<file path="config.mk">
export PLATFORM = sky130hd
export DESIGN_NAME = fxrpcs_top
export DESIGN_NICKNAME = d
export VERILOG_FILES = /design/src/fxrpcs_pkg.sv /design/src/fxrpcs_fifo.sv /design/src/fxrpcs_top.sv
export VERILOG_INCLUDE_DIRS = /design/src /design/src/src
export SDC_FILE = /design/constraint.sdc
export NUM_CORES = 1
export LEC_CHECK = 0
export ABC_AREA = 0
export BUFFER_PORTS_ARGS = -buffer_cell sky130_fd_sc_hd__buf_4
export CAP_MARGIN = 20
export CORE_MARGIN = 3
export CORE_UTILIZATION = 50
export CTS_CLUSTER_DIAMETER = 80
export DETAILED_ROUTE_END_ITERATION = 16
export PLACE_DENSITY = 0.67
export RECOVER_POWER = 100
export SYNTH_ARGS = -nofsm -noshare
export SYNTH_HDL_FRONTEND = slang
export SYNTH_SLANG_ARGS = --single-unit
</file>
<file path="constraint.sdc">
create_clock -name REF_CLK_IN -period 3.74 [get_ports REF_CLK_IN]
set_input_delay 0.187 -clock REF_CLK_IN [delete_from_list [all_inputs] [get_ports REF_CLK_IN]]
set_output_delay 0.187 -clock REF_CLK_IN [all_outputs]
set_load 0.01 [all_outputs]
</file>
<file path="src/fxrpcs_map.svh">
// Constant map for the 100 Mb/s receive decoder
`ifndef FXRPCS_MAP_SVH
`define FXRPCS_MAP_SVH
// ==========================================================
// Code-groups
`define FXR_CG_IDLE 5'h1f
`define FXR_CG_J 5'h18
`define FXR_CG_K 5'h11
`define FXR_CG_T 5'h0d
`define FXR_CG_R 5'h07
`define FXR_CG_H 5'h04
// ==========================================================
// Nibbles
`define FXR_NIB_PRE 4'h5
`define FXR_NIB_BADSSD 4'he
`define FXR_NIB_ZERO 4'h0
// ==========================================================
// Descrambler sync
`define FXR_LOCK_IDLES 4'hc
`define FXR_IDLE_BITS 6'h3a
`define FXR_HOLD_US 722
`define FXR_LINK_US 395
`define FXR_CLK_MHZ 200
// 11-bit scrambler taps x^11 + x^9 + 1
`define FXR_LFSR_TAP_A 10
`define FXR_LFSR_TAP_B 8
`define FXR_SYM_LAST 3'h4
// Bit index within a group three bits after the first zero
`define FXR_BAD_PHASE 3'h2
`endif

</file>
<file path="src/fxrpcs_pkg.sv">
// Types of the 100 Mb/s receive decoder
package fxrpcs_pkg;
  // ==========================================================
  // Receive state; the pre->data and idle->bad steps change both code bits
  typedef enum logic [1:0] {
    FXR_ST_IDLE = 2'b00,
    FXR_ST_DATA = 2'b01,
    FXR_ST_BAD = 2'b11,
    FXR_ST_PRE = 2'b10
  } fxr_state_t;
  // Nibble carried to the MAC side
  typedef struct packed {
    logic dv;
    logic er;
    logic [3:0] nib;
  } fxr_mii_t;
endpackage

</file>
<file path="src/fxrpcs_fifo.sv">
// Synchronous FIFO with valid/ready on both sides
`timescale 1ns/1ps
module fxrpcs_fifo #(
  parameter int WIDTH = 6,
  parameter int DEPTH = 16
) (
  // Clock and reset
  input wire logic clk_in,
  input wire logic rst_in,
  // Write side
  input wire logic wr_valid_in,
  output logic wr_ready_out,
  input wire logic [WIDTH-1:0] wr_data_in,
  // Read side
  output logic rd_valid_out,
  input wire logic rd_ready_in,
  output logic [WIDTH-1:0] rd_data_out
);
  localparam int AW = $clog2(DEPTH);
  logic [WIDTH-1:0] mem [DEPTH];
  logic [AW-1:0] wp_ff;
  logic [AW-1:0] rp_ff;
  logic [AW:0] cnt_ff;
  logic do_wr;
  logic do_rd;
  // Honest full and empty from occupancy
  assign wr_ready_out = (cnt_ff != (AW+1)'(DEPTH));
  assign rd_valid_out = (cnt_ff != '0);
  assign do_wr = wr_valid_in && wr_ready_out;
  assign do_rd = rd_valid_out && rd_ready_in;
  assign rd_data_out = mem[rp_ff];
  // Storage, no reset needed on data
  always_ff @(posedge clk_in) begin
    if (do_wr) begin
      mem[wp_ff] <= wr_data_in;
    end
  end
  // Pointers and occupancy
  always_ff @(posedge clk_in or posedge rst_in) begin
    if (rst_in) begin
      wp_ff <= '0;
      rp_ff <= '0;
      cnt_ff <= '0;
    end else begin
      if (do_wr) begin
        wp_ff <= (wp_ff == AW'(DEPTH-1)) ? '0 : wp_ff + 1'b1;
      end
      if (do_rd) begin
        rp_ff <= (rp_ff == AW'(DEPTH-1)) ? '0 : rp_ff + 1'b1;
      end
      cnt_ff <= cnt_ff + (AW+1)'(do_wr) - (AW+1)'(do_rd);
    end
  end
endmodule // fxrpcs_fifo

</file>
<file path="src/fxrpcs_top.sv">
// Receive PCS: MLT-3 to NRZ, descrambler, aligner, 4B/5B decoder, link monitor
//
// Overview of operation
// Signal detect ignores link pulses, needs energy
// Three-level symbols become NRZI bits
// NRZI transition means one, gives NRZ
// Bits grouped into 5-bit symbols
// Descrambler XORs with local scrambler sequence
// Lock after 12 consecutive descrambled idles
// Lock starts 722 us hold countdown
// 58 idle bits restart hold countdown
// Hold expiry drops lock, reacquires sync
// Aligner input descrambled or bypassed NRZ
// J/K pair fixes symbol boundary
// Aligned code-groups decoded by lookup table
// J/K after idles gives preamble nibbles
// Decoding stops at T/R or two idles
// Link up after 395 us signal detect
// Non-idle after idles without J/K flagged; a J without K is not flagged
// Bad delimiter drives error and 1110
// Each bad delimiter bumps counter once
// Two idles clear error and carrier
// Standard 4B/5B code table used
// Control codes inside data are errors; a T or a lone idle in data is dropped without error
`timescale 1ns/1ps
`include "fxrpcs_map.svh"
module fxrpcs_top #(
  parameter int HOLD_CYC = (`FXR_HOLD_US * `FXR_CLK_MHZ),
  parameter int LINK_CYC = (`FXR_LINK_US * `FXR_CLK_MHZ),
  parameter int FIFO_DEPTH = 16,
  parameter int CNT_W = 16
) (
  // Clock and reset
  input wire logic REF_CLK_IN,
  input wire logic RESET_IN,
  // Line side: one symbol per clock, sign and magnitude of MLT-3 level
  input wire logic SYM_VALID_IN,
  input wire logic [1:0] SYM_LEVEL_IN,
  input wire logic ENERGY_IN,
  input wire logic PULSE_ONLY_IN,
  // Control
  input wire logic DESCR_BYPASS_IN,
  // MAC nibble side
  output logic RX_DV_OUT,
  output logic RX_ER_OUT,
  output logic [3:0] RXD_OUT,
  output logic RX_VALID_OUT,
  input wire logic RX_READY_IN,
  output logic CRS_OUT,
  // Status
  output logic SIG_DET_OUT,
  output logic LINK_UP_OUT,
  output logic LOCKED_OUT,
  output logic [CNT_W-1:0] FALSE_CARRIER_EVENT_COUNTER_OUT,
  output logic OVERRUN_OUT
);
  // ==========================================================
  // Functions
  // 4B/5B decode; bit 4 of result flags a non-data code
  function automatic logic [4:0] dec5b(input logic [4:0] cg);
    case (cg)
      5'h1e: dec5b = 5'h00;
      5'h09: dec5b = 5'h01;
      5'h14: dec5b = 5'h02;
      5'h15: dec5b = 5'h03;
      5'h0a: dec5b = 5'h04;
      5'h0b: dec5b = 5'h05;
      5'h0e: dec5b = 5'h06;
      5'h0f: dec5b = 5'h07;
      5'h12: dec5b = 5'h08;
      5'h13: dec5b = 5'h09;
      5'h16: dec5b = 5'h0a;
      5'h17: dec5b = 5'h0b;
      5'h1a: dec5b = 5'h0c;
      5'h1b: dec5b = 5'h0d;
      5'h1c: dec5b = 5'h0e;
      5'h1d: dec5b = 5'h0f;
      default: dec5b = 5'h1e;
    endcase
  endfunction
  function automatic logic is_idle(input logic [4:0] cg);
    is_idle = (cg == `FXR_CG_IDLE);
  endfunction
  // ==========================================================
  // Line conversion
  logic prev_lvl_ff;
  logic nrzi_bit;
  logic nrz_bit;
  logic bit_ok;
  logic link_up_ff;
  logic lock_ff;
  // Any nonzero MLT-3 level is a one in NRZI
  assign nrzi_bit = (SYM_LEVEL_IN != 2'b00);
  assign nrz_bit = nrzi_bit ^ prev_lvl_ff;
  // Receive coding held off until link-up
  assign bit_ok = SYM_VALID_IN && link_up_ff;
  always_ff @(posedge REF_CLK_IN or posedge RESET_IN) begin
    if (RESET_IN) begin
      prev_lvl_ff <= 1'b0;
    end else if (SYM_VALID_IN) begin
      prev_lvl_ff <= nrzi_bit;
    end
  end
  // ==========================================================
  // Signal detect and link monitor
  logic [$clog2(LINK_CYC+1)-1:0] link_cnt_ff;
  // Link pulses alone never count as signal
  assign SIG_DET_OUT = ENERGY_IN && !PULSE_ONLY_IN;
  always_ff @(posedge REF_CLK_IN or posedge RESET_IN) begin
    if (RESET_IN) begin
      link_cnt_ff <= '0;
      link_up_ff <= 1'b0;
    end else if (!SIG_DET_OUT) begin
      link_cnt_ff <= '0;
      link_up_ff <= 1'b0;
    end else if (link_cnt_ff == ($bits(link_cnt_ff))'(LINK_CYC - 1)) begin
      link_up_ff <= 1'b1;
    end else begin
      link_cnt_ff <= link_cnt_ff + 1'b1;
    end
  end
  assign LINK_UP_OUT = link_up_ff;
  // ==========================================================
  // Descrambler: local LFSR runs free; while unlocked it is
  // loaded from the scrambled stream assuming idle (all ones)
  logic [10:0] lfsr_ff;
  logic key;
  logic dbit;
  logic abit;
  logic [3:0] lock_idles_ff;
  logic [5:0] ones_ff;
  logic [$clog2(HOLD_CYC+1)-1:0] hold_ff;
  logic [2:0] sym_cnt_ff;
  assign key = lfsr_ff[`FXR_LFSR_TAP_A] ^ lfsr_ff[`FXR_LFSR_TAP_B];
  assign dbit = nrz_bit ^ key;
  assign abit = DESCR_BYPASS_IN ? nrz_bit : dbit;
  always_ff @(posedge REF_CLK_IN or posedge RESET_IN) begin
    if (RESET_IN) begin
      lfsr_ff <= '0;
    end else if (bit_ok) begin
      // Unlocked: scrambled idle equals key inverted, so seed from line
      lfsr_ff <= {lfsr_ff[9:0], lock_ff ? key : ~nrz_bit};
    end
  end
  // Run of consecutive descrambled ones, also the line-state monitor
  always_ff @(posedge REF_CLK_IN or posedge RESET_IN) begin
    if (RESET_IN) begin
      ones_ff <= '0;
      sym_cnt_ff <= '0;
      lock_idles_ff <= '0;
    end else if (!link_up_ff) begin
      ones_ff <= '0;
      sym_cnt_ff <= '0;
      lock_idles_ff <= '0;
    end else if (bit_ok) begin
      ones_ff <= !dbit ? '0 : (ones_ff == `FXR_IDLE_BITS) ? ones_ff : ones_ff + 1'b1;
      sym_cnt_ff <= (sym_cnt_ff == `FXR_SYM_LAST) ? '0 : sym_cnt_ff + 1'b1;
      // Every fifth ones-run bit ends an idle; unaligned is fine for idles
      if (!dbit) begin
        lock_idles_ff <= '0;
      end else if (sym_cnt_ff == `FXR_SYM_LAST && lock_idles_ff != `FXR_LOCK_IDLES) begin
        lock_idles_ff <= lock_idles_ff + 1'b1;
      end
    end
  end
  // Lock and hold timer
  always_ff @(posedge REF_CLK_IN or posedge RESET_IN) begin
    if (RESET_IN) begin
      lock_ff <= 1'b0;
      hold_ff <= '0;
    end else if (!link_up_ff) begin
      lock_ff <= 1'b0;
      hold_ff <= '0;
    end else if (!lock_ff) begin
      if (lock_idles_ff == `FXR_LOCK_IDLES) begin
        lock_ff <= 1'b1;
        hold_ff <= ($bits(hold_ff))'(HOLD_CYC);
      end
    end else if (ones_ff == `FXR_IDLE_BITS) begin
      hold_ff <= ($bits(hold_ff))'(HOLD_CYC);
    end else if (hold_ff == '0) begin
      lock_ff <= 1'b0;
    end else begin
      hold_ff <= hold_ff - 1'b1;
    end
  end
  assign LOCKED_OUT = lock_ff;
  // ==========================================================
  // Aligner: 10-bit window, J/K fixes the boundary
  logic [9:0] win_ff;
  logic [2:0] phase_ff;
  logic aligned_ff;
  logic [9:0] win_nxt;
  logic cg_stb;
  logic [4:0] cg;
  logic [4:0] prev_cg_ff;
  logic stream_ok;
  logic bad_evt;
  logic end_evt;
  assign stream_ok = bit_ok && (lock_ff || DESCR_BYPASS_IN);
  assign win_nxt = {win_ff[8:0], abit};
  assign cg = win_nxt[4:0];
  assign cg_stb = stream_ok && aligned_ff && (phase_ff == `FXR_SYM_LAST);
  fxrpcs_pkg::fxr_state_t st_ff;
  // First zero after idles not followed by J's 00; a J without K is not caught
  assign bad_evt = stream_ok && !aligned_ff && st_ff == fxrpcs_pkg::FXR_ST_IDLE && (&win_nxt[9:3]) &&
                   !win_nxt[2] && (|win_nxt[1:0]);
  assign end_evt = cg_stb && ((st_ff == fxrpcs_pkg::FXR_ST_DATA && cg == `FXR_CG_R && prev_cg_ff == `FXR_CG_T) ||
                   (st_ff != fxrpcs_pkg::FXR_ST_IDLE && is_idle(cg) && is_idle(prev_cg_ff)));
  always_ff @(posedge REF_CLK_IN or posedge RESET_IN) begin
    if (RESET_IN) begin
      win_ff <= '0;
      phase_ff <= '0;
      aligned_ff <= 1'b0;
    end else if (!stream_ok) begin
      aligned_ff <= 1'b0;
      phase_ff <= '0;
    end else begin
      win_ff <= win_nxt;
      if (!aligned_ff) begin
        if (win_nxt == {`FXR_CG_J, `FXR_CG_K}) begin
          aligned_ff <= 1'b1;
          phase_ff <= '0;
        end else if (bad_evt) begin
          aligned_ff <= 1'b1;
          phase_ff <= `FXR_BAD_PHASE;
        end
      end else begin
        phase_ff <= (phase_ff == `FXR_SYM_LAST) ? '0 : phase_ff + 1'b1;
        if (end_evt) begin
          aligned_ff <= 1'b0;
        end
      end
    end
  end
  // ==========================================================
  // Decoder state machine
  logic [4:0] dec;
  fxrpcs_pkg::fxr_mii_t out_w;
  logic out_stb;
  logic [CNT_W-1:0] fc_cnt_ff;
  logic in_ready;
  assign dec = dec5b(cg);
  always_ff @(posedge REF_CLK_IN or posedge RESET_IN) begin
    if (RESET_IN) begin
      st_ff <= fxrpcs_pkg::FXR_ST_IDLE;
      prev_cg_ff <= `FXR_CG_IDLE;
    end else if (!stream_ok) begin
      st_ff <= fxrpcs_pkg::FXR_ST_IDLE;
      prev_cg_ff <= `FXR_CG_IDLE;
    end else if (bad_evt) begin
      st_ff <= fxrpcs_pkg::FXR_ST_BAD;
      prev_cg_ff <= `FXR_CG_K;
    end else if (aligned_ff && phase_ff == '0 && st_ff == fxrpcs_pkg::FXR_ST_IDLE) begin
      st_ff <= fxrpcs_pkg::FXR_ST_PRE;
    end else if (st_ff == fxrpcs_pkg::FXR_ST_PRE) begin
      st_ff <= fxrpcs_pkg::FXR_ST_DATA;
      prev_cg_ff <= `FXR_CG_K;
    end else if (cg_stb) begin
      prev_cg_ff <= cg;
      case (st_ff)
        fxrpcs_pkg::FXR_ST_DATA, fxrpcs_pkg::FXR_ST_BAD: st_ff <= end_evt ? fxrpcs_pkg::FXR_ST_IDLE : st_ff;
        default: st_ff <= fxrpcs_pkg::FXR_ST_IDLE;
      endcase
    end
  end
  // Output nibble per code-group
  always_comb begin
    out_w = '0;
    out_stb = 1'b0;
    if (bad_evt) begin
      out_stb = 1'b1;
      out_w = '{dv: 1'b0, er: 1'b1, nib: `FXR_NIB_BADSSD};
    end else if (stream_ok && (st_ff == fxrpcs_pkg::FXR_ST_PRE ||
                 (aligned_ff && phase_ff == '0 && st_ff == fxrpcs_pkg::FXR_ST_IDLE))) begin
      out_stb = 1'b1;
      out_w = '{dv: 1'b1, er: 1'b0, nib: `FXR_NIB_PRE};
    end else if (cg_stb) begin
      case (st_ff)
        fxrpcs_pkg::FXR_ST_DATA: begin
          out_stb = !(cg == `FXR_CG_T || (cg == `FXR_CG_R && prev_cg_ff == `FXR_CG_T) || is_idle(cg));
          out_w = '{dv: 1'b1, er: dec[4], nib: dec[3:0]};
        end
        fxrpcs_pkg::FXR_ST_BAD: begin
          out_stb = !is_idle(cg);
          out_w = '{dv: 1'b0, er: 1'b1, nib: `FXR_NIB_BADSSD};
        end
        default: out_stb = 1'b0;
      endcase
    end
  end
  // False carrier counter, one per event
  always_ff @(posedge REF_CLK_IN or posedge RESET_IN) begin
    if (RESET_IN) begin
      fc_cnt_ff <= '0;
    end else if (bad_evt) begin
      fc_cnt_ff <= fc_cnt_ff + 1'b1;
    end
  end
  assign FALSE_CARRIER_EVENT_COUNTER_OUT = fc_cnt_ff;
  // Carrier sense while a packet or bad delimiter is active
  logic crs_ff;
  always_ff @(posedge REF_CLK_IN or posedge RESET_IN) begin
    if (RESET_IN) begin
      crs_ff <= 1'b0;
    end else begin
      crs_ff <= (st_ff != fxrpcs_pkg::FXR_ST_IDLE);
    end
  end
  assign CRS_OUT = crs_ff;
  // Line cannot stall, so a full FIFO drops nibbles and flags overrun
  logic ovr_ff;
  always_ff @(posedge REF_CLK_IN or posedge RESET_IN) begin
    if (RESET_IN) begin
      ovr_ff <= 1'b0;
    end else if (out_stb && !in_ready) begin
      ovr_ff <= 1'b1;
    end
  end
  assign OVERRUN_OUT = ovr_ff;
  // ==========================================================
  // Nibble FIFO toward the MAC
  fxrpcs_pkg::fxr_mii_t fifo_q;
  fxrpcs_fifo #(.WIDTH($bits(fxrpcs_pkg::fxr_mii_t)), .DEPTH(FIFO_DEPTH)) u_fifo (
    .clk_in(REF_CLK_IN),
    .rst_in(RESET_IN),
    .wr_valid_in(out_stb),
    .wr_ready_out(in_ready),
    .wr_data_in(out_w),
    .rd_valid_out(RX_VALID_OUT),
    .rd_ready_in(RX_READY_IN),
    .rd_data_out(fifo_q)
  );
  assign RX_DV_OUT = RX_VALID_OUT && fifo_q.dv;
  assign RX_ER_OUT = RX_VALID_OUT && fifo_q.er;
  assign RXD_OUT = RX_VALID_OUT ? fifo_q.nib : `FXR_NIB_ZERO;
endmodule // fxrpcs_top

</file>
# ---- Word level (Yosys, flattened, before mapping)
# Memory sizes are Yosys's and may differ from the RTL's.
# Cells that the tools add are included.
dict set report classes {
  n_reduce_logical 50
  n_addsub 11
  bitwise 4
  eq_ne 30
  muxes 62
}
# op n
set op_table {}
lappend op_table {{18-bit two-way mux} 5}
lappend op_table {{6-bit two-way mux} 7}
lappend op_table {{17-bit two-way mux} 2}
lappend op_table {{4-bit two-way mux} 7}
lappend op_table {{1-bit logical AND} 25}
lappend op_table {{5-bit two-way mux} 5}
lappend op_table {{3-bit two-way mux} 8}
lappend op_table {{1-bit two-way mux} 19}
lappend op_table {{18-bit logical NOT} 1}
lappend op_table {{18-bit by 1-bit subtractor with 18-bit output (second input constant)} 1}
lappend op_table {{17-bit by 1-bit adder with 17-bit output (second input constant)} 1}
lappend op_table {{17-bit equality test (second input constant)} 1}
lappend op_table {{16-bit by 1-bit adder with 16-bit output (second input constant)} 1}
lappend op_table {{2-bit two-way mux} 7}
lappend op_table {{4-bit by 1-bit adder with 4-bit output (second input constant)} 3}
lappend op_table {{4-bit equality test (second input constant)} 3}
lappend op_table {{6-bit case mux with 2 select lines} 1}
lappend op_table {{10-bit equality test (second input constant)} 1}
lappend op_table {{5-bit by 4-bit equality test with 1-bit output (second input constant)} 2}
lappend op_table {{5-bit equality test (second input constant)} 2}
lappend op_table {{2-bit AND reduction} 5}
lappend op_table {{4-bit by 2-bit != test with 1-bit output (second input constant)} 2}
lappend op_table {{4-bit != test (second input constant)} 2}
lappend op_table {{7-bit AND reduction} 1}
lappend op_table {{27 further kinds} 45}
dict set report word_totals {
  output_inout_bits 28
  regBits 113
  n_memories 2
  input_bits 9
  wordCells 179
  rom_bits 160
  mem_bits_rw 96
}
# memory words word_bits rd rd_clocked_by_memory_dff write_ports line_no
set mem_list {}
lappend mem_list {{(name not given)} 32 5 1 0 0 fxrpcs_top.sv:61} ;# case (cg)
lappend mem_list {u_fifo.mem 16 6 1 0 1 fxrpcs_fifo.sv:20} ;# logic [WIDTH-1:0] mem [DEPTH];

# ---- Longest topological paths before layout
# Gate-level depths: netlist (run 1).
dict set report logic_depth {
  ltp_word 16
  depth_mapped 16
  depth_no_buf 15
}

# ---- By module
# A second synthesis (run 1) with hierarchy kept.
dict set report unflattened {
  hier_cells 838
  hier_area_um2 10002.1
}
# module n_inst area_per_inst_um2 seq_area_each_um2 cells_each
set by_module_without_submodules {}
lappend by_module_without_submodules {fxrpcs_top 1 5385.2 2508.7 569}
lappend by_module_without_submodules {fxrpcs_fifo 1 4616.9 3208.1 269}

# ---- Least setup slack after synthesis (run 1)
# OpenSTA, ideal clock, no wires.
dict set report synth_path {
  path_type {flip-flop to flip-flop}
  startpoint {register phase_ff[0]}
  endpoint {register u_fifo.cnt_ff[4]}
  path_stages_with_launch 17
  arrival_time_ns 2.753
  required_time_ns 3.615
  path_slack_ns 0.862
  synth_period_minus_slack_ns 2.878
  setup_ns 0.125
  path_buffers 1
  path_cell_list {dfrtp_1 > inv_1 > ha_1 > nand3_1 > nor2_1 > nand2_1 > o211ai_2 > and2_4 > buf_2 > ha_1 > inv_1 > fa_1 > inv_1 > a21oi_1 > nor2_1 > nor2_1 > xnor2_1}
}
dict set report synth_via {
  elab_chain_len 10
  word_cells_on_any_way 13
  cone_classes {add/sub: 2; eq/ne: 1; mux: 3; reduce/logical: 7}
}
# element line_no
set synth_lines {}
lappend synth_lines {{start, declared} fxrpcs_top.sv:191} ;# logic [2:0] phase_ff;
lappend synth_lines {{start signal, assigned} fxrpcs_top.sv:226} ;# phase_ff <= `FXR_BAD_PHASE;
lappend synth_lines {{start signal, assigned} fxrpcs_top.sv:229} ;# phase_ff <= (phase_ff == `FXR_SYM_LAST) ? '0 : phase_ff + 1'b1;
lappend synth_lines {{3-bit logical NOT} fxrpcs_top.sv:275} ;# (aligned_ff && phase_ff == '0 && st_ff == fxrpcs_pkg::FXR_ST_IDLE))) begin
lappend synth_lines {{1-bit logical AND (2 in series)} fxrpcs_top.sv:275}
lappend synth_lines {{1-bit logical OR} fxrpcs_top.sv:274} ;# end else if (stream_ok && (st_ff == fxrpcs_pkg::FXR_ST_PRE ||
lappend synth_lines {{1-bit logical AND} fxrpcs_top.sv:274}
lappend synth_lines {{1-bit two-way mux (*)} fxrpcs_top.sv:274}
lappend synth_lines {{1-bit two-way mux (*)} fxrpcs_top.sv:271} ;# if (bad_evt) begin
lappend synth_lines {{1-bit logical AND (*)} fxrpcs_fifo.sv:29} ;# assign do_wr = wr_valid_in && wr_ready_out;
lappend synth_lines {{named net u_fifo.do_wr} fxrpcs_fifo.sv:24} ;# logic do_wr;
lappend synth_lines {{5-bit by 1-bit adder with 5-bit output (*)} fxrpcs_fifo.sv:51} ;# cnt_ff <= cnt_ff + (AW+1)'(do_wr) - (AW+1)'(do_rd);
lappend synth_lines {{5-bit by 1-bit subtractor with 5-bit output (*)} fxrpcs_fifo.sv:51}
lappend synth_lines {{end signal, assigned} fxrpcs_fifo.sv:51}
lappend synth_lines {{end, declared} fxrpcs_fifo.sv:23} ;# logic [AW:0] cnt_ff;
# The timed path passes the listed nets; every way through them passes the cells marked *.
# A chain may end at the register's enable or synchronous reset.

==> tab_implementation.tex, run 1 <==
\begin{tabular}{lr}
\hline
Metric & Value \\
\hline
\multicolumn{2}{l}{\textbf{Outcome}} \\
\quad Run status & complete, but fails checks \\
\quad Failing checks & capacitance limit, slew limit \\
\multicolumn{2}{l}{\textbf{Detailed routing}} \\
\quad Routed wire per std cell & 17.38 um \\
\quad 1st-iter DRT viols & 476 \\
\quad Final wirelength & 19200 um \\
\quad DRC errors left & 0 \\
\quad Via total after detailed routing & 6285 \\
\quad Number of nets with antenna violations after detailed routing & 0 \\
\quad Avg Vias per Cell & 5.688 \\
\quad First-pass DRT Iterations & 5 \\
\multicolumn{2}{l}{\textbf{STA}} \\
\quad Final worst path period need & 3349 ps \\
\quad Unrepaired setup endpoints after global routing & no \\
\quad Part of the cycle the worst path needs & 89.55\% \\
\quad Slew at the pin with the worst max-slew slack & 2304 ps \\
\quad Setup tns final & 0 ps \\
\quad Setup-failing EPs final & 0 \\
\quad Worst max-slew margin expressed relative to the limit & -53.79\% \\
\quad Number of hold-slack violations in the final timing report & 0 \\
\quad Final number of max-transition violations & 63 \\
\quad Worst Skew & 10.86 ps \\
\quad Highest attainable clock frequency & 0.2986 GHz \\
\multicolumn{2}{l}{\textbf{Worst setup path}} \\
\quad Startpoint class of the critical path & flop \\
\quad Cell with the biggest individual delay on the critical path & o311ai\_0 \\
\quad Cell family contributing the most delay on the critical path & compound AO/OA/AOI/OAI gates \\
\quad Maximum net fanout on the critical path & 12 \\
\quad CP max stage delay & 1000 ps \\
\quad Cells traversed along the worst timing path & or3\_4 > a211o\_1 > and2\_0 > a21oi\_1 > o21ai\_0 > o311ai\_0 > buf\_4 \\
\quad Kind of end point of the critical path & flop \\
\quad Required time worst endpoint & 4080 ps \\
\quad Number of buffers and inverters on the critical path & 1 \\
\quad Start point of the critical path & prev\_lvl\_ff \\
\quad Worst EP arrival & 3690 ps \\
\quad Startpoint-to-endpoint class of the critical path & reg -> reg \\
\quad Worst reg2reg path startpoint & prev\_lvl\_ff \\
\multicolumn{2}{l}{\textbf{Floorplan}} \\
\quad Die Footprint & 0.02130 mm2 \\
\quad Effective utilization at floorplan & 51.66\% \\
\quad Site row count & 50 \\
\quad Num ports & 37 \\
\quad Area of the core region & 0.01896 mm2 \\
\quad Y dimension of the die & 146.0 um \\
\quad DIE WIDTH & 146.0 um \\
\multicolumn{2}{l}{\textbf{Final layout}} \\
\quad Area of combinational cells with multiple inputs & 0.003784 mm2 \\
\quad Top library cells by usage in the layout, fill and taps aside & 108 x dfrtp\_1, 96 x edfxtp\_1, 81 x nor2\_1, 65 x nand2\_1, 38 x o21ai\_0 \\
\quad Proportion of layout cells with a drive suffix above 1 & 13.96\% \\
\quad FF+latch area & 0.005717 mm2 \\
\quad Number of fill cells & 1518 \\
\quad Synth-to-Final Area Change & 12.39\% \\
\quad Total number of nets in the final design & 861 \\
\quad Number of diodes added for antenna fixing & 0 \\
\quad Most common cell after layout, fill and taps aside & dfrtp\_1 \\
\quad Core Util, Final & 58.07\% \\
\multicolumn{2}{l}{\textbf{Synth}} \\
\quad Number of storage elements in the synthesis netlist & 209 \\
\quad Dominant register cell in the synthesized netlist & dfrtp\_1 \\
\quad Count of flip-flops with a built-in enable after synthesis & 96 \\
\quad Count of mapped cells out of synthesis & 787 \\
\quad Post-synthesis sequential area ratio & 58.37\% \\
\quad Mean instance size in the synthesized netlist & 12.44 um2 \\
\quad Distinct cell type count of the synthesized netlist & 72 \\
\quad Count of warnings emitted by yosys & 0 \\
\quad Syn Std Cell Area & 0.009793 mm2 \\
\quad Share of async-settable or async-resettable flops after synthesis & 54.07\% \\
\quad Number of nets in the synthesized netlist & 819 \\
\multicolumn{2}{l}{\textbf{Clock network}} \\
\quad Post-CTS setup-driven buffer insertion count & 0 \\
\quad Post-CTS Hold Fix Bufs & 3 \\
\quad Total clock buffers created by CTS & 22 \\
\quad Number of instances resized during post-cts repair & 0 \\
\quad Clock tree from TritonCTS & yes \\
\quad Clock Path Buffers & 3 \\
\quad Clock root cell & clkbuf\_16 \\
\quad Clock-pin slew reported for the worst setup and hold paths after clock tree synthesis & 60 ps \\
\quad H-tree lvl count & 1 \\
\quad TritonCTS Sinks & 209 \\
\quad Clk Latency, worst-skew pair & 500 ps \\
\multicolumn{2}{l}{\textbf{GRT}} \\
\quad Met1 Usage GRT & 24.58\% \\
\quad Maximum number of pins on one net before global-route repair & 63 \\
\quad Wire length of the first global-routing pass & 32920 um \\
\quad Number of global-route vias before repair & 6470 \\
\quad Overall routing resource usage & 18.58\% \\
\quad Met3 global-route usage & 2.896\% \\
\quad Global routing usage on met2 & 32.40\% \\
\quad GR peak layer & met2 \\
\quad Sum of overflow across all layers after global routing & 0 \\
\quad Initial antenna violation count & 0 \\
\multicolumn{2}{l}{\textbf{Hold path}} \\
\quad Start point of the worst min-delay path & RX\_READY\_IN \\
\quad Type of the worst min-delay path & in -> reg \\
\multicolumn{2}{l}{\textbf{Power and ir drop}} \\
\quad Switch share & 23.74\% \\
\quad Internal cell power & 4.175 mW \\
\quad Highest ir drop seen on vdd & 0.0004280 V \\
\quad Part of the total power dissipated in the clock network & 42.2\% \\
\quad Net switching power of the design & 1.300 mW \\
\quad Leak pwr & 4.181 nW \\
\quad Overall power after layout & 5.475 mW \\
\quad Power density cells & 497.4 mW/mm2 \\
\quad Sequential Power Share & 46.2\% \\
\quad Fraction of power consumed by combinational cells & 11.5\% \\
\multicolumn{2}{l}{\textbf{Place}} \\
\quad Detailed placement HPWL & 12870 um \\
\quad Final GP Congestion & 0.8353 \\
\quad Total of buffers placed on input and output ports & 36 \\
\multicolumn{2}{l}{\textbf{Flow run}} \\
\quad Reported max-cap violation count & 1 \\
\hline
\end{tabular}
## final cells by class
| class | instances | area share (%) |
|---|---|---|
| sequential | 209 | 51.94 |
| timing repair buffer | 50 | 2.455 |
| inverter | 33 | 1.125 |
| multi-input combinational | 513 | 34.38 |
| clock inverter | 12 | 1.580 |
| clock buffer | 28 | 5.570 |
| tap | 260 | 2.956 |
## registers in the layout, indices dropped and copies added (netlist names), 3 cells and up
name	flops
FALSE_CARRIER_EVENT_COUNTER_OUT	16
hold_ff	18
lfsr_ff	11
link_cnt_ff	17
lock_idles_ff	4
ones_ff	6
phase_ff	3
prev_cg_ff	5
sym_cnt_ff	3
u_fifo.cnt_ff	5
u_fifo.mem	96
u_fifo.rp_ff	4
u_fifo.wp_ff	4
win_ff	9
## worst min-delay path, delay by kind of cell
family	cells	cell delay (ps)
buffers and inverters	1	100
and+or+nand+nor	2	290
xor gates and xnor gates	1	60
## cell families (layout without fill, tap and decap cells)
family                   Yosys count  in the layout  share of synthesized area [%]
AND/OR/NAND/NOR                  277            277                          14.44
flip-flops                       209            209                          58.37
AO/OA/AOI/OAI                    117            117                          8.126
buffers and inverters             65            123                          2.849
XOR/XNOR                          48             48                          4.293
multiplexers                      48             48                          8.905
adder cells (fa/ha/maj)           23             23                          3.015
## path summary, 6_finish.rpt
check	endpoint	slack, ps	cells after the start
min in group asynchronous	win_ff[4]	1040	3
worst min register to register	OVERRUN_OUT	480	1
worst max register to register	u_fifo.mem[14][2]	390	7
worst min-delay path	u_fifo.rp_ff[2]	180	4
max in group asynchronous	hold_ff[14]	940	4
worst max-delay path	u_fifo.mem[14][2]	390	7
## per-layer routing
layer | wire length, um | vias up
li1 | - | 2984
met5 | 0 | -
met2 | 9886 | 124
met4 | 359 | 0
met1 | 8165 | 3146
met3 | 793 | 31
## per-stage QoR
| step | hold WS [ps] | area [um2] | setup slack, ps | instances |
|---|---|---|---|---|
| finish | 176.1 | 11010 | 391.0 | 1105 |
| CTS | 167.9 | 11140 | 502.6 | 1104 |
| floorplan | 362.0 | 9793 | 573.9 | 787 |
| detailed placement | 390.8 | 10330 | 526.0 | 1061 |
| global placement | 371.1 | 10330 | 656.2 | 1061 |
| global route | 210.9 | 11010 | 87.37 | 1105 |
## cell usage after synthesis (11+ instances only)
master    instances  area, um2
and3_1           16      100.1
mux2_2           13      146.4
mux4_2           30      675.7
inv_1            33      123.9
and4_1           11      96.34
o21ai_1          20      100.1
nand3_1          28      140.1
nand2_1          65      244.0
xor2_1           21      183.9
clkbuf_1         16      60.06
edfxtp_1         96       2883
nand4_1          18      112.6
a21oi_1          21      105.1
o21ai_0          21      105.1
nor2_1           81      304.0
dfrtp_1         108       2703
xnor2_1          27      236.5
ha_1             22      275.3
## power by group through the flow
stage	clock (mW)	combinational (mW)	sequential (mW)
after floorplan	0	0.543	2.52
after global placement	0	0.621	2.57
after detailed placement	0	0.644	2.58
after CTS	2.36	0.653	2.53
after global routing	2.46	0.707	2.54
final	2.31	0.632	2.53
(Power assumes the default switching activity.)
==> run 2, diff against run 1 <==
Settings changed: ABC_AREA 0 to 1, CELL_PAD_IN_SITES_DETAIL_PLACEMENT set to 1, CELL_PAD_IN_SITES_GLOBAL_PLACEMENT set to 2, CORE_UTILIZATION 50 to 40, HOLD_SLACK_MARGIN set to 0.06, PLACE_DENSITY 0.67 to not set, PLACE_DENSITY_LB_ADDON set to 0.1.
==> run 2 against run 1 <==
- the flow still finishes with violations (capacitance limit, slew limit)
- worst hold slack got worse by 61 ps
- total power rose by 9.1%
- non-clock buffer count fell by 1
- clock power rose by 2%
- global-route usage rose by 0.95 points
- via count rose by 21%
- routed wire length rose by 34%
- maximum frequency rose by 7.0%
- critical path depth rose by 3
- clock skew rose by 2.4 ps
- first-iteration DRC count rose by 0.63%
- sequential share of layout area fell by 2.2 points
- critical path type unchanged
==> tab_implementation.tex, run 2 <==
\begin{tabular}{lr}
\hline
Metric & Value \\
\hline
\multicolumn{2}{l}{\textbf{Final layout}} \\
\quad Leading registers by flop count & u\_fifo.mem: 96 flops, hold\_ff: 18 flops, link\_cnt\_ff: 17 flops \\
\quad Top library cells by usage in the layout, fill and taps aside & 223 x nand2\_1, 144 x nor2\_1, 123 x inv\_1, 108 x dfrtp\_1, 100 x o21ai\_0 \\
\quad Number of diodes added for antenna fixing & 0 \\
\quad Max reg flops & 96 \\
\quad Total number of nets in the final design & 1175 \\
\quad Proportion of layout cells with a drive suffix above 1 & 6.282\% \\
\quad Number of fill cells & 2872 \\
\quad Synth-to-Final Area Change & 13.09\% \\
\quad Number of non-filler instances in the completed layout & 1486 \\
\quad Post-layout instance area & 0.01148 mm2 \\
\quad Register with the most flip-flops & u\_fifo.mem \\
\quad Most common cell after layout, fill and taps aside & nand2\_1 \\
\multicolumn{2}{l}{\textbf{Detailed routing}} \\
\quad Number of nets with antenna violations after detailed routing & 0 \\
\quad Routed wire per std cell & 17.35 um \\
\quad Final wirelength & 25790 um \\
\quad 1st-iter DRT viols & 479 \\
\quad Avg Vias per Cell & 5.120 \\
\quad Via total after detailed routing & 7609 \\
\quad DRC errors left & 0 \\
\quad First-pass DRT Iterations & 5 \\
\multicolumn{2}{l}{\textbf{STA}} \\
\quad Slew at the pin with the worst max-slew slack & 2726 ps \\
\quad Highest attainable clock frequency & 0.3196 GHz \\
\quad Worst max-slew margin expressed relative to the limit & -81.96\% \\
\quad Number of hold-slack violations in the final timing report & 0 \\
\quad Unrepaired setup endpoints after global routing & no \\
\quad Setup-failing EPs final & 0 \\
\quad Setup tns final & 0 ps \\
\quad Worst Skew & 13.28 ps \\
\quad Final Worst Setup Slack & 610.7 ps \\
\quad Final number of max-transition violations & 67 \\
\quad Final worst path period need & 3129 ps \\
\quad Part of the cycle the worst path needs & 83.67\% \\
\multicolumn{2}{l}{\textbf{Clock network}} \\
\quad Clock Path Buffers & 3 \\
\quad H-tree lvl count & 1 \\
\quad Post-CTS setup-driven buffer insertion count & 0 \\
\quad Clk Latency, worst-skew pair & 520 ps \\
\quad Clock-pin slew reported for the worst setup and hold paths after clock tree synthesis & 60 ps \\
\quad Total clock buffers created by CTS & 25 \\
\quad TritonCTS Sinks & 209 \\
\quad Clock tree from TritonCTS & yes \\
\quad Clock root cell & clkbuf\_16 \\
\quad Number of instances resized during post-cts repair & 0 \\
\multicolumn{2}{l}{\textbf{Worst setup path}} \\
\quad Kind of end point of the critical path & flop \\
\quad FF-to-FF path depth & 10 \\
\quad Cell with the biggest individual delay on the critical path & clkbuf\_1 \\
\quad Endpoint of the worst-slack reg-to-reg timing path & u\_fifo.mem[12][0] \\
\quad Cells traversed along the worst timing path & nand2\_1 > buf\_4 > clkinv\_2 > o21ai\_4 > inv\_1 > nand3\_1 > inv\_1 > nand2\_1 > o31ai\_2 > clkbuf\_1 \\
\quad Worst R2R Setup Slack & 610 ps \\
\quad Startpoint-to-endpoint class of the critical path & reg -> reg \\
\quad Startpoint class of the critical path & flop \\
\quad Worst EP arrival & 3290 ps \\
\quad CP max stage delay & 790 ps \\
\quad Maximum net fanout on the critical path & 19 \\
\quad Worst reg2reg path startpoint & LINK\_UP\_OUT \\
\quad Required time worst endpoint & 3900 ps \\
\multicolumn{2}{l}{\textbf{GRT}} \\
\quad Wire length of the first global-routing pass & 42570 um \\
\quad Sum of overflow across all layers after global routing & 0 \\
\quad Maximum number of pins on one net before global-route repair & 68 \\
\quad Initial antenna violation count & 0 \\
\quad Number of global-route vias before repair & 7888 \\
\quad Overall routing resource usage & 19.53\% \\
\multicolumn{2}{l}{\textbf{Outcome}} \\
\quad Failing checks & capacitance limit, slew limit \\
\quad Run status & complete, but fails checks \\
\multicolumn{2}{l}{\textbf{Place}} \\
\quad Detailed placement HPWL & 17750 um \\
\quad Post-placement cell count & 1436 \\
\quad Post-detailed-placement cell area & 0.01080 mm2 \\
\quad Final GP Congestion & 0.7922 \\
\quad Post-Place Worst Slack & 753.3 ps \\
\quad Total of buffers placed on input and output ports & 36 \\
\multicolumn{2}{l}{\textbf{Synth}} \\
\quad Dominant register cell in the synthesized netlist & dfrtp\_1 \\
\quad Post-synthesis sequential area ratio & 56.30\% \\
\quad Main area contributors after synthesis & edfxtp\_1 28\%, dfrtp\_1 27\%, nand2\_1 8.2\%, nor2\_1 4.9\%, o21ai\_0 4.8\% \\
\quad Syn Std Cell Area & 0.01015 mm2 \\
\quad Count leader, synth & nand2\_1 \\
\quad Count of mapped cells out of synthesis & 1093 \\
\quad Proportion of netlist area held by the largest area contributor & 28.39\% \\
\quad Share of async-settable or async-resettable flops after synthesis & 54.07\% \\
\quad Number of storage elements in the synthesis netlist & 209 \\
\quad Count of flip-flops with a built-in enable after synthesis & 96 \\
\quad Post-synth top cells & 221 x nand2\_1, 133 x nor2\_1, 120 x inv\_1 \\
\quad Distinct cell type count of the synthesized netlist & 48 \\
\quad Count of warnings emitted by yosys & 0 \\
\quad Mean instance size in the synthesized netlist & 9.290 um2 \\
\quad Cell accounting for the most synthesized area & edfxtp\_1 \\
\quad Number of nets in the synthesized netlist & 1125 \\
\multicolumn{2}{l}{\textbf{Hold path}} \\
\quad Start point of the worst min-delay path & DESCR\_BYPASS\_IN \\
\quad Hold-critical path depth & 4 \\
\quad Endpoint of the worst hold path & win\_ff[8] \\
\quad Type of the worst min-delay path & in -> reg \\
\multicolumn{2}{l}{\textbf{Floorplan}} \\
\quad Num ports & 37 \\
\quad Site row count & 57 \\
\quad Effective utilization at floorplan & 41.27\% \\
\quad Y dimension of the die & 165.3 um \\
\quad DIE WIDTH & 165.3 um \\
\quad Area of the core region & 0.02460 mm2 \\
\quad Die Footprint & 0.02733 mm2 \\
\multicolumn{2}{l}{\textbf{Power and ir drop}} \\
\quad Leak pwr & 4.792 nW \\
\quad Highest ir drop seen on vdd & 0.0004931 V \\
\quad Power density cells & 520.4 mW/mm2 \\
\multicolumn{2}{l}{\textbf{Flow run}} \\
\quad Reported max-cap violation count & 1 \\
\hline
\end{tabular}
-- run 2: cell count changes in the layout (fill, tap and decap cells not counted), sizes merged, moves of 11 or more --
cell,before,now
mux2,13,0
a21oi,21,36
and4,11,0
mux4,30,0
xnor2,27,10
nand2,65,225
nand3,28,69
and2,11,0
nor2,81,146
and3,16,1
o21ai,43,101
inv,33,126
-- run 2: worst max-delay path, delay by kind of cell (launching register included) --
family,cells,cell delay [ps]
buf+inv,5,1620
flops,1,400
compound gates,2,380
simple gates,3,360
-- run 2: cells by family after synthesis --
| family | count (synthesis) | synth area share [%] |
|---|---|---|
| xor+xnor | 38 | 3.278 |
| flops | 209 | 56.30 |
| buf+inv | 152 | 5.902 |
| simple gates | 488 | 20.79 |
| fa+ha+maj | 23 | 2.908 |
| mux | 11 | 1.084 |
| compound gates | 172 | 9.735 |
-- run 2: report_power, final --
part / internal, mW / total, mW / switching [mW]
Clock: 1.39 / 2.36 / 0.964
Sequential: 2.45 / 2.55 / 0.0959
Combinational: 0.375 / 1.07 / 0.695
-- run 2: worst max path at each step --
stage,start,endpoint,depth (start not counted)
CTS,LINK_UP_OUT,u_fifo.cnt_ff[4],16
detailed placement,LINK_UP_OUT,u_fifo.cnt_ff[4],16
finish,LINK_UP_OUT,u_fifo.mem[12][0],10
global route,LINK_UP_OUT,u_fifo.cnt_ff[4],16
global placement,LINK_UP_OUT,u_fifo.cnt_ff[4],16
floorplan,RESET_IN,CRS_OUT,1
-- run 2: layout make-up --
cell class | count | area [um2] | share of cell area, %
clock buffer | 31 | 658.1 | 5.732
clock inverter | 15 | 137.6 | 1.199
inverter | 126 | 474.2 | 4.130
multi-input combinational | 732 | 3796 | 33.06
sequential | 209 | 5717 | 49.79
tap | 324 | 405.4 | 3.531
timing repair buffer | 49 | 294.0 | 2.561
-- run 2: repair_timing --
action / 4_1_cts / 5_1_grt
hold buffers: 4 / 0
hold endpoints to repair: 63 / 0
setup endpoints to repair: 0 / 0
-- run 2: routing by layer --
layer,global-route usage [%],wire length (um)
met5,0,0
met4,3.554,393
met3,2.569,746
met2,31.96,11980
met1,28.21,12660
-- run 2: stage by stage --
step | hold slack, ps | utilization (%) | power (mW)
2_1_floorplan | 275.8 | - | 3.304
3_3_place_gp | 404.5 | 43.91 | 3.704
3_5_place_dp | 403.5 | 43.91 | 3.711
4_1_cts | 83.60 | 47.31 | 6.101
5_1_grt | 127.3 | 46.67 | 6.306
6_report | 115.3 | 46.67 | 5.975
==> run 3, diff against run 2 <==
Settings changed: ABC_AREA 1 to 0, CORE_UTILIZATION 40 to 43.
Clock period 3.74 ns to 2.97 ns, I/O delays scaled along.
==> run 3 against run 2 <==
- the flow still finishes with violations (capacitance limit, slew limit)
- register-to-register slack worse by 410 ps
- clock skew is 1.5 ps higher
- clock-buffer cell count is 1 higher
- design area is 1.3% lower
- worst hold slack better by 30 ps
- final cell count is 22% lower
- die area is 9.9% lower
- sequential power is 25% higher
- non-clock buffer count is 28 higher
- highest routed layer unchanged
==> tab_implementation.tex, run 3 (synthesized netlist as in run 1, its figures left out) <==
\begin{tabular}{lr}
\hline
Metric & Value \\
\hline
\multicolumn{2}{l}{\textbf{Power and ir drop}} \\
\quad Net switching power of the design & 1.718 mW \\
\quad Fraction of power consumed by combinational cells & 11.8\% \\
\quad Leak pwr & 4.337 nW \\
\quad Highest ir drop seen on vdd & 0.0004230 V \\
\quad Sequential Power Share & 45.0\% \\
\quad Power density cells & 624.4 mW/mm2 \\
\quad Switch share & 24.27\% \\
\quad Part of the total power dissipated in the clock network & 43.2\% \\
\quad Internal cell power & 5.361 mW \\
\multicolumn{2}{l}{\textbf{Final layout}} \\
\quad Leading registers by flop count & u\_fifo.mem: 96 flops, hold\_ff: 18 flops, link\_cnt\_ff: 17 flops \\
\quad Synth-to-Final Area Change & 15.78\% \\
\quad Proportion of layout cells with a drive suffix above 1 & 17.29\% \\
\quad Number of non-filler instances in the completed layout & 1159 \\
\quad Core Util, Final & 51.32\% \\
\quad Max reg flops & 96 \\
\quad Number of diodes added for antenna fixing & 0 \\
\quad Top library cells by usage in the layout, fill and taps aside & 108 x dfrtp\_1, 96 x edfxtp\_1, 81 x nor2\_1, 65 x nand2\_1, 42 x buf\_4 \\
\quad Total number of nets in the final design & 892 \\
\quad Register with the most flip-flops & u\_fifo.mem \\
\quad Most common cell after layout, fill and taps aside & dfrtp\_1 \\
\multicolumn{2}{l}{\textbf{Floorplan}} \\
\quad Site row count & 54 \\
\quad Y dimension of the die & 156.9 um \\
\quad Die Footprint & 0.02462 mm2 \\
\quad Num ports & 37 \\
\quad Effective utilization at floorplan & 44.33\% \\
\quad Area of the core region & 0.02209 mm2 \\
\quad DIE WIDTH & 156.9 um \\
\multicolumn{2}{l}{\textbf{Detailed routing}} \\
\quad 1st-iter DRT viols & 326 \\
\quad Routed wire per std cell & 19.43 um \\
\quad Via total after detailed routing & 6504 \\
\quad Number of nets with antenna violations after detailed routing & 0 \\
\quad Avg Vias per Cell & 5.612 \\
\quad First-pass DRT Iterations & 4 \\
\quad DRC errors left & 0 \\
\quad Final wirelength & 22520 um \\
\multicolumn{2}{l}{\textbf{GRT}} \\
\quad Initial antenna violation count & 0 \\
\quad Wire length of the first global-routing pass & 37280 um \\
\quad Maximum number of pins on one net before global-route repair & 114 \\
\quad Number of global-route vias before repair & 6962 \\
\quad Sum of overflow across all layers after global routing & 0 \\
\quad Overall routing resource usage & 18.71\% \\
\multicolumn{2}{l}{\textbf{Clock network}} \\
\quad TritonCTS Sinks & 209 \\
\quad Clock-pin slew reported for the worst setup and hold paths after clock tree synthesis & 60 ps \\
\quad Clock tree from TritonCTS & yes \\
\quad Clk Latency, worst-skew pair & 520 ps \\
\quad Clock Path Buffers & 3 \\
\quad Clock root cell & clkbuf\_16 \\
\quad H-tree lvl count & 1 \\
\quad Total clock buffers created by CTS & 25 \\
\multicolumn{2}{l}{\textbf{Place}} \\
\quad Final GP Congestion & 0.7693 \\
\quad Post-placement cell count & 1100 \\
\quad Total of buffers placed on input and output ports & 36 \\
\quad Post-Place Worst Slack & 35.30 ps \\
\quad Detailed placement HPWL & 15460 um \\
\multicolumn{2}{l}{\textbf{STA}} \\
\quad Slew at the pin with the worst max-slew slack & 1576 ps \\
\quad Number of hold-slack violations in the final timing report & 0 \\
\quad Part of the cycle the worst path needs & 93.41\% \\
\quad Highest attainable clock frequency & 0.3605 GHz \\
\quad Final worst path period need & 2774 ps \\
\quad Final number of max-transition violations & 114 \\
\quad Final Worst Setup Slack & 195.8 ps \\
\quad Setup-failing EPs final & 0 \\
\quad Worst Skew & 14.77 ps \\
\quad Worst max-slew margin expressed relative to the limit & -5.051\% \\
\quad Setup tns final & 0 ps \\
\quad Final hold slack & 144.9 ps \\
\multicolumn{2}{l}{\textbf{Outcome}} \\
\quad Failing checks & capacitance limit, slew limit \\
\quad Run status & complete, but fails checks \\
\multicolumn{2}{l}{\textbf{Worst setup path}} \\
\quad Worst EP arrival & 3220 ps \\
\quad Kind of end point of the critical path & flop \\
\quad Startpoint-to-endpoint class of the critical path & reg -> reg \\
\quad Cell with the biggest individual delay on the critical path & dfrtp\_1 \\
\quad Maximum net fanout on the critical path & 5 \\
\quad CP max stage delay & 390 ps \\
\quad Required time worst endpoint & 3410 ps \\
\quad Cells traversed along the worst timing path & or3\_4 > a211o\_1 > buf\_4 > a22oi\_2 > o211ai\_2 > and2\_4 > ha\_1 > inv\_1 > fa\_2 > inv\_1 > a21oi\_1 > nor2\_1 > nor2\_1 > xnor2\_1 \\
\quad Startpoint class of the critical path & flop \\
\multicolumn{2}{l}{\textbf{Flow run}} \\
\quad Reported max-cap violation count & 1 \\
\multicolumn{2}{l}{\textbf{Hold path}} \\
\quad Type of the worst min-delay path & in -> reg \\
\hline
\end{tabular}
-- run 3: cell types whose count changed in the layout (fill, tap and decap cells not counted), moves of 11 or more --
cell	change
nand2_1	-158
inv_1	-91
o21ai_0	-79
nor2_1	-63
nand3_1	-38
mux4_2	+30
buf_4	+29
o21ai_1	+20
xnor2_1	+16
a21oi_1	-15
and3_1	+15
mux2_2	+13
and4_1	+11
-- run 3: final cells by class --
class	instances	area [um2]
tap	280	350.3
clock inverter	14	152.6
sequential	209	5717
multi-input combinational	514	3824
fill	2274	10760
inverter	33	127.6
clock buffer	32	681.9
timing repair buffer	77	485.5
-- run 3: final timing paths --
kind | start | to | slack (ps) | depth (start not counted)
max in group asynchronous | RESET_IN | u_fifo.cnt_ff[3] | 1220 | 4
setup reg to reg | prev_lvl_ff | u_fifo.cnt_ff[4] | 200 | 14
hold / removal | RX_READY_IN | u_fifo.rp_ff[2] | 140 | 4
hold reg to reg | FALSE_CARRIER_EVENT_COUNTER_OUT[15] | FALSE_CARRIER_EVENT_COUNTER_OUT[15] | 470 | 1
setup / recovery | prev_lvl_ff | u_fifo.cnt_ff[4] | 200 | 14
min in group asynchronous | RESET_IN | hold_ff[2] | 760 | 4
-- run 3: power by group through the flow --
stage | clock [mW] | combinational (mW) | sequential, mW
global placement | 0 | 0.831 | 3.23
global route | 3.27 | 0.940 | 3.20
detailed placement | 0 | 0.852 | 3.24
finish | 3.06 | 0.836 | 3.19
floorplan | 0 | 0.684 | 3.17
CTS | 3.14 | 0.859 | 3.18
-- run 3: what timing repair did --
action | 4_1_cts | 5_1_grt
setup buffers | 0 | 5
gates resized for setup | 0 | 3
setup endpoints to repair | 0 | 1
hold endpoints to repair | 111 | 0
hold buffers | 3 | 0
-- run 3: critical path, delay by kind of cell, from the launching register on --
kind / cells / cell delay [ps]
simple gates: 4 / 740
compound gates: 4 / 760
fa+ha+maj: 2 / 410
buf+inv: 3 / 260
flops: 1 / 390
xor+xnor: 1 / 130
-- run 3: per-layer routing --
layer | GRT usage [%] | part of all wire, % | vias to the layer above
met5 | 0 | 0 | -
met4 | 4.210 | 2.0 | 0
met3 | 2.640 | 3.3 | 33
met2 | 33.22 | 51 | 89
met1 | 24.48 | 44 | 3334
li1 | - | - | 3048
-- run 3: stage by stage --
step | total power [mW] | area (um2)
4_1_cts | 7.186 | 11390
3_3_place_gp | 4.066 | 10530
3_5_place_dp | 4.090 | 10530
5_1_grt | 7.410 | 11340
2_1_floorplan | 3.858 | 9797
6_report | 7.080 | 11340
